[src/btb_regs.vh]
// Encodings, field positions, widths and phase codes for the decode/execute slice
`ifndef BTB_REGS_VH
`define BTB_REGS_VH

`define BTB_OP_INVERT_HI 4'h7
`define BTB_OP_BRANCH_HI 4'he
`define BTB_OP_BOV_LO 4'h4
`define BTB_OP_BZ_LO 4'h0
`define BTB_F_TOP_MSB 15
`define BTB_F_TOP_LSB 12
`define BTB_F_SUB_MSB 11
`define BTB_F_SUB_LSB 8
`define BTB_F_BIT_MSB 11
`define BTB_F_BIT_LSB 9
`define BTB_F_BANKSEL 8
`define BTB_F_ADDR_MSB 7
`define BTB_F_ADDR_LSB 0
`define BTB_ACCESS_BANK 4'h0
`define BTB_PC_STEP 21'h000002
`define BTB_Q1 2'h0
`define BTB_Q2 2'h1
`define BTB_Q3 2'h2
`define BTB_Q4 2'h3
`define BTB_RST_PC 21'h000000

`endif

[src/btb_decode.v]
// Instruction word decoder for the bit invert and conditional branch forms
`timescale 1ns/1ps
`include "btb_regs.vh"

module btb_decode (
  // Instruction word
  input wire [15:0] instr_i,
  // Decoded operation
  output wire is_invert_o,
  output wire is_bov_o,
  output wire is_bz_o,
  output wire [2:0] bit_idx_o,
  output wire bank_sel_o,
  output wire [7:0] reg_addr_o,
  output wire [7:0] offset_o
);

  assign is_invert_o = instr_i[`BTB_F_TOP_MSB:`BTB_F_TOP_LSB] == `BTB_OP_INVERT_HI;
  assign is_bov_o = (instr_i[`BTB_F_TOP_MSB:`BTB_F_TOP_LSB] == `BTB_OP_BRANCH_HI) &&
                    (instr_i[`BTB_F_SUB_MSB:`BTB_F_SUB_LSB] == `BTB_OP_BOV_LO);
  assign is_bz_o = (instr_i[`BTB_F_TOP_MSB:`BTB_F_TOP_LSB] == `BTB_OP_BRANCH_HI) &&
                   (instr_i[`BTB_F_SUB_MSB:`BTB_F_SUB_LSB] == `BTB_OP_BZ_LO);
  assign bit_idx_o = instr_i[`BTB_F_BIT_MSB:`BTB_F_BIT_LSB];
  assign bank_sel_o = instr_i[`BTB_F_BANKSEL];
  assign reg_addr_o = instr_i[`BTB_F_ADDR_MSB:`BTB_F_ADDR_LSB];
  assign offset_o = instr_i[`BTB_F_ADDR_MSB:`BTB_F_ADDR_LSB];

endmodule

[src/btb_exec.v]
// Four-phase execute unit: bit invert read-modify-write and conditional branches
`timescale 1ns/1ps
`include "btb_regs.vh"

// Functional notes
// - Invert only the indexed bit of register
// - Bank bit zero selects access bank
// - Invert: one word, one cycle, flags untouched
// - Overflow branch taken only when overflow set
// - Zero branch taken only when zero set
// - Offset is signed, doubled to bytes
// - Taken: PC+2+2n, two cycles; else one
module btb_exec #(
  parameter PC_W = 21
) (
  // Clock and reset
  input wire sys_clk_i,
  input wire reset_i,
  // Fetched instruction, valid at start of each cycle
  input wire [15:0] instr_i,
  input wire instr_valid_i,
  // Status flags and bank select
  input wire flag_ovf_i,
  input wire flag_zero_i,
  input wire [3:0] bank_select_register_i,
  // Data memory
  input wire [7:0] dmem_rdata_i,
  output reg [11:0] dmem_addr_o,
  output reg dmem_rd_o,
  output reg dmem_wr_o,
  output reg [7:0] dmem_wdata_o,
  // Program counter
  output reg [PC_W-1:0] pc_o,
  output reg pc_load_o,
  // Phase and cycle state
  output wire [1:0] phase_o,
  output wire flush_o,
  output wire fetch_o
);

  reg [1:0] q_ff;
  reg flush_ff;
  reg [15:0] ir_ff;
  reg [7:0] data_ff;
  reg [PC_W-1:0] pc_ff;
  reg taken_ff;
  reg [PC_W-1:0] nxt_pc;

  wire is_invert;
  wire is_bov;
  wire is_bz;
  wire [2:0] bit_idx;
  wire bank_sel;
  wire [7:0] reg_addr;
  wire [7:0] offset;

  btb_decode u_dec (
    .instr_i(ir_ff),
    .is_invert_o(is_invert),
    .is_bov_o(is_bov),
    .is_bz_o(is_bz),
    .bit_idx_o(bit_idx),
    .bank_sel_o(bank_sel),
    .reg_addr_o(reg_addr),
    .offset_o(offset)
  );

  // ----------------------------------------
  // Helpers
  // ----------------------------------------
  function [PC_W-1:0] branch_target;
    input [PC_W-1:0] pc_now;
    input [7:0] n;
    reg [PC_W-1:0] disp;
    begin
      disp = {{(PC_W-9){n[7]}}, n, 1'b0};
      branch_target = pc_now + `BTB_PC_STEP + disp;
    end
  endfunction

  function [7:0] flip_bit;
    input [7:0] val;
    input [2:0] idx;
    begin
      flip_bit = val ^ (8'h01 << idx);
    end
  endfunction

  wire take_bov = is_bov & flag_ovf_i;
  wire take_bz = is_bz & flag_zero_i;
  wire live = ~flush_ff;
  wire taken = live & (take_bov | take_bz);

  assign phase_o = q_ff;
  assign flush_o = flush_ff;
  assign fetch_o = (q_ff == `BTB_Q4);

  // ----------------------------------------
  // Phase counter
  // ----------------------------------------
  // Free running: one instruction every four clocks
  always @(posedge sys_clk_i) begin
    if (reset_i) begin
      q_ff <= `BTB_Q1;
    end else begin
      q_ff <= q_ff + 2'h1;
    end
  end

  // ----------------------------------------
  // Branch decision
  // ----------------------------------------
  // Flags are valid in Q3 only; keep the verdict for the Q4 edge
  always @(posedge sys_clk_i) begin
    if (reset_i) begin
      taken_ff <= 1'b0;
    end else if (q_ff == `BTB_Q3) begin
      taken_ff <= taken;
    end
  end

  // ----------------------------------------
  // Instruction latch
  // ----------------------------------------
  always @(posedge sys_clk_i) begin
    if (reset_i) begin
      ir_ff <= 16'h0000;
      flush_ff <= 1'b0;
    end else if (q_ff == `BTB_Q4) begin
      // Missing word runs as a no-op
      ir_ff <= instr_valid_i ? instr_i : 16'h0000;
      flush_ff <= taken_ff;
    end
  end

  // ----------------------------------------
  // Program counter tracking
  // ----------------------------------------
  // target, step or hold
  always @* begin
    nxt_pc = pc_ff + `BTB_PC_STEP;
    if (taken_ff) begin
      nxt_pc = branch_target(pc_ff, offset);
    end else if (flush_ff) begin
      // Discarded word consumes no address
      nxt_pc = pc_ff;
    end
  end

  always @(posedge sys_clk_i) begin
    if (reset_i) begin
      pc_ff <= `BTB_RST_PC;
    end else if (q_ff == `BTB_Q4) begin
      pc_ff <= nxt_pc;
    end
  end

  // ----------------------------------------
  // Data memory read-modify-write
  // ----------------------------------------
  // Read in Q2, write back in Q4
  always @(posedge sys_clk_i) begin
    if (reset_i) begin
      dmem_addr_o <= 12'h000;
      dmem_rd_o <= 1'b0;
      dmem_wr_o <= 1'b0;
      dmem_wdata_o <= 8'h00;
      data_ff <= 8'h00;
    end else begin
      dmem_rd_o <= 1'b0;
      dmem_wr_o <= 1'b0;
      case (q_ff)
        `BTB_Q1: begin
          if (live & is_invert) begin
            dmem_addr_o <= {bank_sel ? bank_select_register_i : `BTB_ACCESS_BANK, reg_addr};
            dmem_rd_o <= 1'b1;
          end
        end
        `BTB_Q2: begin
          if (live & is_invert) begin
            // Read data valid at end of Q2
            data_ff <= dmem_rdata_i;
          end
        end
        `BTB_Q3: begin
          if (live & is_invert) begin
            dmem_wdata_o <= flip_bit(data_ff, bit_idx);
            // write in same cycle, no flags
            dmem_wr_o <= 1'b1;
          end
        end
        default: begin
        end
      endcase
    end
  end

  // ----------------------------------------
  // Program counter load
  // ----------------------------------------
  always @(posedge sys_clk_i) begin
    if (reset_i) begin
      pc_o <= `BTB_RST_PC;
      pc_load_o <= 1'b0;
    end else begin
      pc_load_o <= 1'b0;
      // Flags sampled here, at the end of Q3
      if ((q_ff == `BTB_Q3) && taken) begin
        pc_o <= branch_target(pc_ff, offset);
        pc_load_o <= 1'b1;
      end
    end
  end

endmodule

[config.mk]
export PLATFORM = sky130hd
export DESIGN_NAME = btb_exec
export DESIGN_NICKNAME = d
export VERILOG_FILES = /design/src/btb_decode.v /design/src/btb_exec.v
export VERILOG_INCLUDE_DIRS = /design/src /design/src/src
export SDC_FILE = /design/constraint.sdc
export NUM_CORES = 1
export LEC_CHECK = 0
export CORE_MARGIN = 2
export CORE_UTILIZATION = 35
export CTS_CLUSTER_DIAMETER = 120
export DETAILED_ROUTE_END_ITERATION = 12
export DONT_BUFFER_PORTS = 1
export RECOVER_POWER = 50
export SLEW_MARGIN = 30
export SYNTH_ARGS = -nofsm -noshare
export SYNTH_HDL_FRONTEND = slang
export SYNTH_SLANG_ARGS = --single-unit
[constraint.sdc]
create_clock -name sys_clk_i -period 3 [get_ports sys_clk_i]
set_input_delay 0 -clock sys_clk_i [delete_from_list [all_inputs] [get_ports sys_clk_i]]
set_output_delay 0 -clock sys_clk_i [all_outputs]
set_load 0.01 [all_outputs]
# Yosys cells after proc, flatten, opt, wreduce, memory -nomap -nowiden
# Index checks and enable logic that the tools add are counted.
# classes
add_sub_neg	3
n_eq_ne	7
n_shift	1
muxes	6
bitwise	9
n_reduce_logical	11
# op_table
operator	count
two-way mux 21 bit	2
adder 21 x 2 -> 21 bit, second input constant	1
adder 21 bit	1
two-way mux 16 bit	1
equality test 4 x 3 -> 1 bit, second input constant	2
AND reduction 2 bit	4
<< shifter 1 x 3 -> 8 bit, first input constant	1
bitwise XOR 8 bit	1
AND 1 bit	4
equality test 2 bit, second input constant	2
equality test 4 bit, second input constant	1
logical NOT 4 bit	1
two-way mux 4 bit	1
OR reduction 2 bit	2
logical AND 1 bit	3
inverter 1 bit	3
adder 2 x 1 -> 2 bit, second input constant	1
equality test 2 x 1 -> 1 bit, second input constant	1
logical NOT 2 bit	1
two-way mux 1 bit	2
!= test 2 x 1 -> 1 bit, second input constant	1
bitwise OR 1 bit	1
# totals
ff_bits	93
input_bits	33
output_inout_bits	48

# Logic depth before layout (Yosys ltp)
# Gate-level depths: netlist (run 1).
# logic_depth
ltp_word	7
ltp_mapped	15

# Hierarchy
# Synthesis (run 1) repeated with hierarchy kept, for this count alone.
# hier_totals
cells_unflattened	704
hier_area_um2	5534.1
# modules_own_cells
mod	instances	cells_each	area_per_inst_um2	seq_area_each_um2
btb_exec	1	678	5341.4	1821.7
btb_decode	1	26	192.7	0.0

# Least setup slack after synthesis (run 1)
# OpenSTA, ideal clock, no wires.
# synth_path
path_kind	flip-flop to flip-flop
from	register pc_ff[1]
to	register pc_ff[20]
setup_ps	86
t_arrival_ps	3033
required_ps	2914
slack_ps	-120
stages_incl_launch_ff	16
path_cell_list	dfxtp_1 > ha_1 > nand2_1 > nor3_1 > nand2b_1 > nor2b_1 > xor2_1 > ha_1 > buf_4 > a21o_1 > a21o_1 > a21oi_1 > nand2_1 > o31ai_1 > xnor2_1 > a221oi_2
# synth_between
elab_chain_cells	3
word_cells_on_any_way	4
classes_between	add/sub: 2; mux: 2
# synth_lines
item	line_no	source
start, declared	btb_exec.v:45	reg [PC_W-1:0] pc_ff;
start signal, assigned	btb_exec.v:152	pc_ff <= `BTB_RST_PC;
start signal, assigned	btb_exec.v:154	pc_ff <= nxt_pc;
adder 21 x 2 -> 21 bit (no line) (*)	--	
adder 21 bit / two-way mux 21 bit (equally long branches)	btb_exec.v:77, btb_exec.v:144	
two-way mux 21 bit (*)	btb_exec.v:142	if (taken_ff) begin
# Every way passes the cells marked *; elsewhere a longest branch is shown, timed or not. The select of a mux whose other input is x is not followed.
# A chain may end at the register's enable or synchronous reset.

# Final worst setup path (run 1)
# layout_path
from	register pc_ff[12]
to	register pc_o[19]
# layout_between
elab_chain_cells	2
# layout_lines
item	line_no	source
adder 21 x 2 -> 21 bit (no line)	--	
adder 21 bit	btb_exec.v:77	branch_target = pc_now + `BTB_PC_STEP + disp;
end signal, assigned	btb_exec.v:203	pc_o <= `BTB_RST_PC;
end signal, assigned	btb_exec.v:209	pc_o <= branch_target(pc_ff, offset);
end, declared	btb_exec.v:33	output reg [PC_W-1:0] pc_o,
# Every way passes these cells.

==> impl_table.tex, run 1 <==
\begin{tabular}{lr}
\hline
Metric & Value \\
\hline
\multicolumn{2}{l}{\textbf{Clock tree}} \\
\# clock sinks & between 90 and 100 \\
Largest buffer count on any clock path & 2 \\
Clock tree from TritonCTS & done \\
H-tree levels & 3 \\
Clock root cell & sky130\_fd\_sc\_hd\_\_clkbuf\_16 \\
Clock input transition at the sequential cells of the worst setup and hold paths & 0.07 ns \\
Insertion delay of the later-clocked pin in the worst-skew pair & 0.35 ns \\
Number of buffers inserted during clock tree synthesis & 9 \\
\multicolumn{2}{l}{\textbf{Die}} \\
Number of cell rows & 43 \\
Floorplan die area & 15,400 um\^{}2 \\
Io pins & 81 \\
X dimension of the die & 124 um \\
Die span in y & between 100 and 150 um \\
Initial Util & 36.0\% \\
Core outline area & $\sim$14,000 um\^{}2 \\
\multicolumn{2}{l}{\textbf{STA}} \\
Post-route minimum period & 3.00 ns \\
FMAX & 333 MHz \\
Share of the clock period used by the worst path & 100\% \\
Clock skew after layout & $\sim$0.0084 ns \\
Number of pins exceeding their max-slew limit in the final report & 0 \\
Number of endpoints failing setup at the final stage & 1 \\
Normalized max-slew margin & 34.8\% \\
Least-Margin Pin Slew & between 0.9 and 1 ns \\
Final Hold Fails & 0 \\
Setup repair after global routing missed its margin & true \\
Post-layout worst setup margin & -0.000970 ns \\
Setup\_tns & -0.000970 ns \\
\multicolumn{2}{l}{\textbf{Synth}} \\
Yosys reg bits & 91 \\
Unique cell type count in the Yosys netlist & 61 \\
Yosys warns & 0 \\
Commonest register cell after synthesis & sky130\_fd\_sc\_hd\_\_dfxtp\_1 \\
Post-Synthesis Net Count & about 670 \\
Post-Syn Area & 5030 um\^{}2 \\
Share of the yosys chip area belonging to registers & 36.2\% \\
Syn Area/Cell & 8.20 um\^{}2 \\
Number of cells produced by synthesis & 614 \\
Share of synthesized registers carrying an async set or reset & 0\% \\
EDFF count, synth & 0 \\
\multicolumn{2}{l}{\textbf{Worst setup path}} \\
CP Max Fanout & 5 \\
Critical path capture point type & flop \\
CP top delay family & simple AND/OR/NAND/NOR gates \\
Startpoint class of the critical path & flop \\
Buffer and inverter count on the worst path & 3 \\
Required time at the worst-slack endpoint & 3.24 ns \\
Slowest cell on crit path & sky130\_fd\_sc\_hd\_\_or4\_4 \\
Arrival time of the worst setup path & 3.24 ns \\
Type of the worst setup path & reg2reg \\
CP cell instances & nand4\_1 > or4\_4 > inv\_2 > nand2\_1 > xnor2\_2 > ha\_4 > buf\_4 > nand4\_1 > buf\_4 > o31ai\_4 > xnor2\_2 > mux2i\_1 > and2\_1 \\
Largest stage delay on the critical path & 0.61 ns \\
\multicolumn{2}{l}{\textbf{Power and ir drop}} \\
Leakage power figure & 2.62 nW \\
Total power & roughly 0.0027 W \\
Total power per unit cell area & 387 nW/um\^{}2 \\
Largest vdd supply drop & 0.390 mV \\
\multicolumn{2}{l}{\textbf{Global routing}} \\
Initial antenna violation count & 0 \\
Maximum number of pins on one net before global-route repair & 82 \\
Global Route Usage Sum & 19.6\% \\
Vias in the first global route & 4,664 \\
GR Overflow Total & 0 \\
Wire length of the first global-routing pass & 23.5 mm \\
\multicolumn{2}{l}{\textbf{Drt}} \\
Wirelength, routed & $\sim$16 mm \\
WL/cell & 17.6 um \\
Drc violations & 0 \\
Number of vias per cell & approximately 5.5 \\
Length of the first detailed-routing pass in iterations & 8 \\
Number of violations reported at the end of detailed-routing iteration 0 & around 290 \\
Number of nets with antenna violations after detailed routing & 0 \\
Number of vias in the routed layout & 4,810 \\
\multicolumn{2}{l}{\textbf{Status}} \\
Result of the run & finished with violations \\
Violations in the final reports & setup timing \\
\multicolumn{2}{l}{\textbf{Flow run}} \\
Number of violations of the max-capacitance limit & 0 \\
\multicolumn{2}{l}{\textbf{Cells and area}} \\
Commonest non-fill, non-tap cell in the layout & sky130\_fd\_sc\_hd\_\_dfxtp\_1 \\
Antenna Diode Count & 0 \\
Count of filler cells inserted in the layout & 1,326 \\
Most frequent cells in the layout & sky130\_fd\_sc\_hd\_\_dfxtp\_1, sky130\_fd\_sc\_hd\_\_buf\_4, sky130\_fd\_sc\_hd\_\_nor2\_1, sky130\_fd\_sc\_hd\_\_nand2\_1, sky130\_fd\_sc\_hd\_\_a21oi\_1 \\
Post-layout nets & $\sim$750 \\
Fraction of layout instances using a drive strength above 1 & 25.7\% \\
Post-synthesis to final-layout area growth & 36.0\% \\
Area of all placed cells without fillers & slightly below 7000 um\^{}2 \\
\multicolumn{2}{l}{\textbf{Place}} \\
Estimated wirelength of the detail-placed design & just over 10 mm \\
Count of port buffers added during placement & 0 \\
DP Area & 5470 um\^{}2 \\
Final GP Congestion & 0.866 \\
\multicolumn{2}{l}{\textbf{Hold path}} \\
Worst min-delay path class & in2reg \\
\hline
\end{tabular}
[worst reg2reg max path: cells and delay by family (launching register included)]
| kind | cells | cell delay [ns] |
|---|---|---|
| simple gates | 5 | 1.13 |
| fa+ha+maj | 1 | 0.31 |
| xor+xnor | 2 | 0.32 |
| flops | 1 | 0.36 |
| buf+inv | 3 | 0.41 |
| compound gates | 1 | 0.26 |
| mux | 1 | 0.09 |
[timing repair]
item,CTS,global route
pin swaps,14,43
resized for setup,32,79
hold endpoints to repair,82,0
setup buffers,14,13
endpoints found under the setup margin,15,21
hold buffers,29,0
[flip-flops by register name, summed over array words and instances (netlist names)]
register,flops
data_ff,8
dmem_addr_o,12
dmem_rd_o,1
dmem_wdata_o,8
dmem_wr_o,1
flush_o,1
ir_ff,16
pc_ff,20
pc_load_o,1
pc_o,20
phase_o,2
taken_ff,1
[synthesized netlist by cell type, drive strengths merged (3+ instances only)]
library cell,instances,share of area [%]
nand2,74,5.5
xor2,18,3.1
o31ai,4,0.60
inv,16,1.2
o21a,3,0.45
clkbuf,31,2.7
and3,3,0.37
o211ai,3,0.45
a22oi,18,2.7
buf,11,1.4
mux2i,18,3.6
nand3,31,3.2
a211oi,16,2.4
mux2,4,0.89
a31oi,4,0.50
ha,25,6.2
nor2,78,6.0
dfxtp,91,36
nand2b,5,0.62
nor3b,4,0.60
a221oi,4,0.82
and4,3,0.52
nor3,6,0.60
nand4,7,0.87
xnor2,27,4.7
a311oi,5,0.87
o21ai,14,1.4
a21o,7,1.0
a21oi,47,4.7
and2,6,0.75
[per-stage QoR]
step / worst slack (ns) / hold slack (ns) / utilization (%) / instances
floorplan: 0.00895 / 0.144 / - / 614
CTS: 0.000913 / 0.0153 / 45.1 / 867
global route: -0.115 / 0.0261 / 49.0 / 880
global placement: -0.103 / 0.0777 / 39.1 / 808
detailed placement: -0.210 / 0.0805 / 39.1 / 808
finish: -0.000970 / 0.0110 / 49.0 / 880
[power breakdown]
part	leakage, nW	switching [W]	internal, W	total [W]
Clock	0.136	0.000508	0.000651	0.00116
Sequential	0.739	0.0000194	0.00122	0.00124
Combinational	1.75	0.000132	0.000120	0.000252
[final timing paths]
path	start	end	slack, ns	cells after the start
max	pc_ff[12]	pc_o[19]	-0.001	13
min	reset_i	pc_o[12]	0.01	2
max reg2reg	pc_ff[12]	pc_o[19]	-0.001	13
min reg2reg	data_ff[3]	data_ff[3]	0.47	2
[logic make-up (layout without fill, tap and decap cells)]
logic type               count (synthesis)  in the layout  synth area share, %
flip-flops                              91             91                 36.2
other                                    1              1               0.0745
AO/OA/AOI/OAI                          142            142                 18.7
AND/OR/NAND/NOR                        226            226                 20.2
buffers and inverters                   61            147                 5.89
multiplexers                            22             22                 4.47
adder cells (fa/ha/maj)                 26             26                 6.61
XOR/XNOR                                45             45                 7.83
[cell type report]
| class | instances | area [um^2] | share of cell area, % |
|---|---|---|---|
| clock inverters | 5 | 62.6 | 0.914 |
| repair buffers | 113 | 935 | 13.6 |
| multi-input cells | 462 | 3490 | 50.9 |
| flip-flops and latches | 91 | 1840 | 26.8 |
| inverters | 18 | 67.6 | 0.987 |
| clock buffers | 11 | 233 | 3.40 |
| well taps | 180 | 225 | 3.29 |
[layer usage]
metal  track usage, %  vias to the layer above  routed length [um]
met2             33.0                      119                7670
li1                 -                     2313                   -
met5                0                        -                   0
met1             24.7                     2358                6740
met4             4.21                        0                 242
met3             6.00                       20                 858
(Power assumes the default switching activity.)
==> run 2, diff against run 1 <==
Settings changed: BUFFER_PORTS_ARGS set to -buffer_cell sky130_fd_sc_hd__buf_4, DONT_BUFFER_PORTS 1 to not set.
==> run 2 against run 1 <==
  * The run ends with capacitance limit, slew limit, setup timing left
  * Worst hold slack improved by 0.033 ns
  * Via count grew 0.91%
  * Maximum frequency is 1.9% lower
  * Core utilization rose by 0.57 points
  * Non-clock buffer count grew 68
  * First-iteration DRC count down 7.9%
  * Power shrank 2.4%
  * Count of clock-buffer cells in the layout shrank 1
  * Critical path depth is 1 lower
==> impl_table.tex, run 2 (synthesis gave the netlist of run 1 again) <==
\begin{tabular}{lr}
\hline
Metric & Value \\
\hline
\multicolumn{2}{l}{\textbf{Power and ir drop}} \\
Net switching power figure & 0.000646 W \\
Clock power frac & 41.7\% \\
Total power per unit cell area & 374 nW/um\^{}2 \\
Internal cell power & 0.00194 W \\
Part of the total power dissipated in combinational logic & between 10\% and 20\% \\
Leakage power figure & 2.72 nW \\
Total power & 0.00259 W \\
Flop pwr share & between 40 and 50\% \\
Net switching fraction of the power & 24.9\% \\
Largest vdd supply drop & between 0.4 and 0.5 mV \\
\multicolumn{2}{l}{\textbf{Drt}} \\
Number of nets with antenna violations after detailed routing & 0 \\
Drc violations & 0 \\
Number of violations reported at the end of detailed-routing iteration 0 & 268 \\
Number of vias in the routed layout & 4,854 \\
Length of the first detailed-routing pass in iterations & 4 \\
Number of vias per cell & roughly 5.1 \\
Wirelength, routed & 14.5 mm \\
WL/cell & 15.3 um \\
\multicolumn{2}{l}{\textbf{STA}} \\
Number of endpoints failing setup at the final stage & 1 \\
Final Hold Fails & 0 \\
Share of the clock period used by the worst path & 102\% \\
Number of pins exceeding their max-slew limit in the final report & 54 \\
Clock skew after layout & just under 0.008 ns \\
Normalized max-slew margin & -53.2\% \\
Final hold slack & 0.0445 ns \\
Setup repair after global routing missed its margin & true \\
Setup\_tns & -0.0582 ns \\
Post-route minimum period & 3.06 ns \\
Least-Margin Pin Slew & 2.30 ns \\
Post-layout worst setup margin & -0.0582 ns \\
FMAX & 327 MHz \\
\multicolumn{2}{l}{\textbf{Global routing}} \\
Maximum number of pins on one net before global-route repair & 54 \\
GR Overflow Total & 0 \\
Initial antenna violation count & 0 \\
Vias in the first global route & between 4,000 and 5,000 \\
Wire length of the first global-routing pass & around 23 mm \\
Global Route Usage Sum & 19.2\% \\
\multicolumn{2}{l}{\textbf{Status}} \\
Result of the run & finished with violations \\
Violations in the final reports & capacitance limit, slew limit, setup timing \\
\multicolumn{2}{l}{\textbf{Worst setup path}} \\
CP Max Fanout & 5 \\
CP cell instances & nand3\_2 > or4\_4 > buf\_6 > nor2\_4 > xor2\_1 > ha\_1 > and4\_1 > a221oi\_2 > o31ai\_4 > xnor2\_2 > buf\_4 > a221oi\_2 \\
Most used cell, CP & sky130\_fd\_sc\_hd\_\_a221oi\_2 \\
Required time at the worst-slack endpoint & 3.26 ns \\
Slowest cell on crit path & sky130\_fd\_sc\_hd\_\_or4\_4 \\
Largest stage delay on the critical path & $\sim$0.60 ns \\
Type of the worst setup path & reg2reg \\
Arrival time of the worst setup path & 3.32 ns \\
Critical path capture point type & flop \\
Startpoint class of the critical path & flop \\
\multicolumn{2}{l}{\textbf{Cells and area}} \\
Post-layout nets & between 800 and 900 \\
Commonest non-fill, non-tap cell in the layout & sky130\_fd\_sc\_hd\_\_buf\_4 \\
Biggest registers after layout & pc\_ff: 20 flops, pc\_o: 20 flops, ir\_ff: 16 flops \\
Fraction of layout instances using a drive strength above 1 & 25.4\% \\
Post-synthesis to final-layout area growth & 37.6\% \\
Count of filler cells inserted in the layout & about 1,400 \\
Most frequent cells in the layout & sky130\_fd\_sc\_hd\_\_buf\_4, sky130\_fd\_sc\_hd\_\_dfxtp\_1, sky130\_fd\_sc\_hd\_\_nor2\_1 \\
Antenna Diode Count & 0 \\
\multicolumn{2}{l}{\textbf{Place}} \\
Count of port buffers added during placement & 79 \\
Estimated wirelength of the detail-placed design & $\sim$11 mm \\
Worst slack, placed & -0.295 ns \\
Final GP Congestion & 0.817 \\
\multicolumn{2}{l}{\textbf{Die}} \\
Initial Util & 36.0\% \\
Core outline area & $\sim$14,000 um\^{}2 \\
Floorplan die area & between 15,000 and 20,000 um\^{}2 \\
X dimension of the die & $\sim$120 um \\
Io pins & between 80 and 90 \\
Number of cell rows & between 40 and 50 \\
Die span in y & 124 um \\
\multicolumn{2}{l}{\textbf{Clock tree}} \\
H-tree levels & 3 \\
Number of buffers inserted during clock tree synthesis & 9 \\
Largest buffer count on any clock path & 2 \\
Clock root cell & sky130\_fd\_sc\_hd\_\_clkbuf\_16 \\
Clock input transition at the sequential cells of the worst setup and hold paths & 0.07 ns \\
\# clock sinks & 91 \\
Clock tree from TritonCTS & done \\
Insertion delay of the later-clocked pin in the worst-skew pair & 0.35 ns \\
\multicolumn{2}{l}{\textbf{Hold path}} \\
Worst min-delay path class & in2reg \\
\multicolumn{2}{l}{\textbf{Flow run}} \\
Number of violations of the max-capacitance limit & 1 \\
\hline
\end{tabular}
run 2: layer usage:
metal  routed length, um  up-vias  part of all wire, %  GRT usage (%)
li1                    -     2450                    -              -
met1                6440     2268                   44           23.8
met2                7200      118                   49           32.5
met3                 636       18                  4.4           5.45
met4                 274        0                  1.9           5.48
met5                   0        -                    0              0
run 2: final cells by class:
type | instances | area (um^2) | area share (%)
Multi-Input combinational cell | 462 | 3260 | 47.1
Sequential cell | 91 | 1840 | 26.5
Timing Repair Buffer | 181 | 1260 | 18.1
Clock buffer | 10 | 239 | 3.45
Tap cell | 180 | 225 | 3.25
Inverter | 18 | 67.6 | 0.975
Clock inverter | 6 | 37.5 | 0.542
run 2: repair_timing:
| item | in CTS | in global routing |
|---|---|---|
| endpoints found under the setup margin | 17 | 20 |
| hold buffers | 28 | 0 |
| pin swaps | 14 | 28 |
| endpoints found under the hold margin | 28 | 0 |
| gates resized for setup | 47 | 36 |
| buffers inserted | 9 | 2 |
run 2: path summary, 6_finish.rpt:
path	from	to	slack [ns]	depth (start not counted)
hold reg to reg	dmem_addr_o[11]	dmem_addr_o[11]	0.46	2
hold / removal	reset_i	pc_o[14]	0.04	2
setup / recovery	pc_ff[2]	pc_ff[19]	-0.06	12
setup reg to reg	pc_ff[2]	pc_ff[19]	-0.06	12
run 2: critical path, delay by kind of cell (launching register included):
kind / cells / cell delay [ns]
buffers and inverters: 2 / 0.30
adders and majority gates: 1 / 0.31
DFF: 1 / 0.37
xor gates and xnor gates: 2 / 0.34
and+or+nand+nor: 4 / 0.99
AOI/OAI and AO/OA: 3 / 0.68
run 2: power by group through the flow:
stage          logic (W)  clock network (W)  registers (W)
2_1_floorplan   0.000124                  0        0.00126
3_3_place_gp    0.000220                  0        0.00126
3_5_place_dp    0.000224                  0        0.00126
4_1_cts         0.000265            0.00111        0.00124
5_1_grt         0.000295            0.00116        0.00124
6_report        0.000271            0.00108        0.00124
run 2: per-stage QoR:
stage / instance area (um^2) / util, % / cells
2_1_floorplan: 5040 / - / 614
5_1_grt: 6930 / 49.5 / 948
6_report: 6930 / 49.5 / 948
3_5_place_dp: 6110 / 43.6 / 893
4_1_cts: 6920 / 49.4 / 946
3_3_place_gp: 6110 / 43.6 / 893
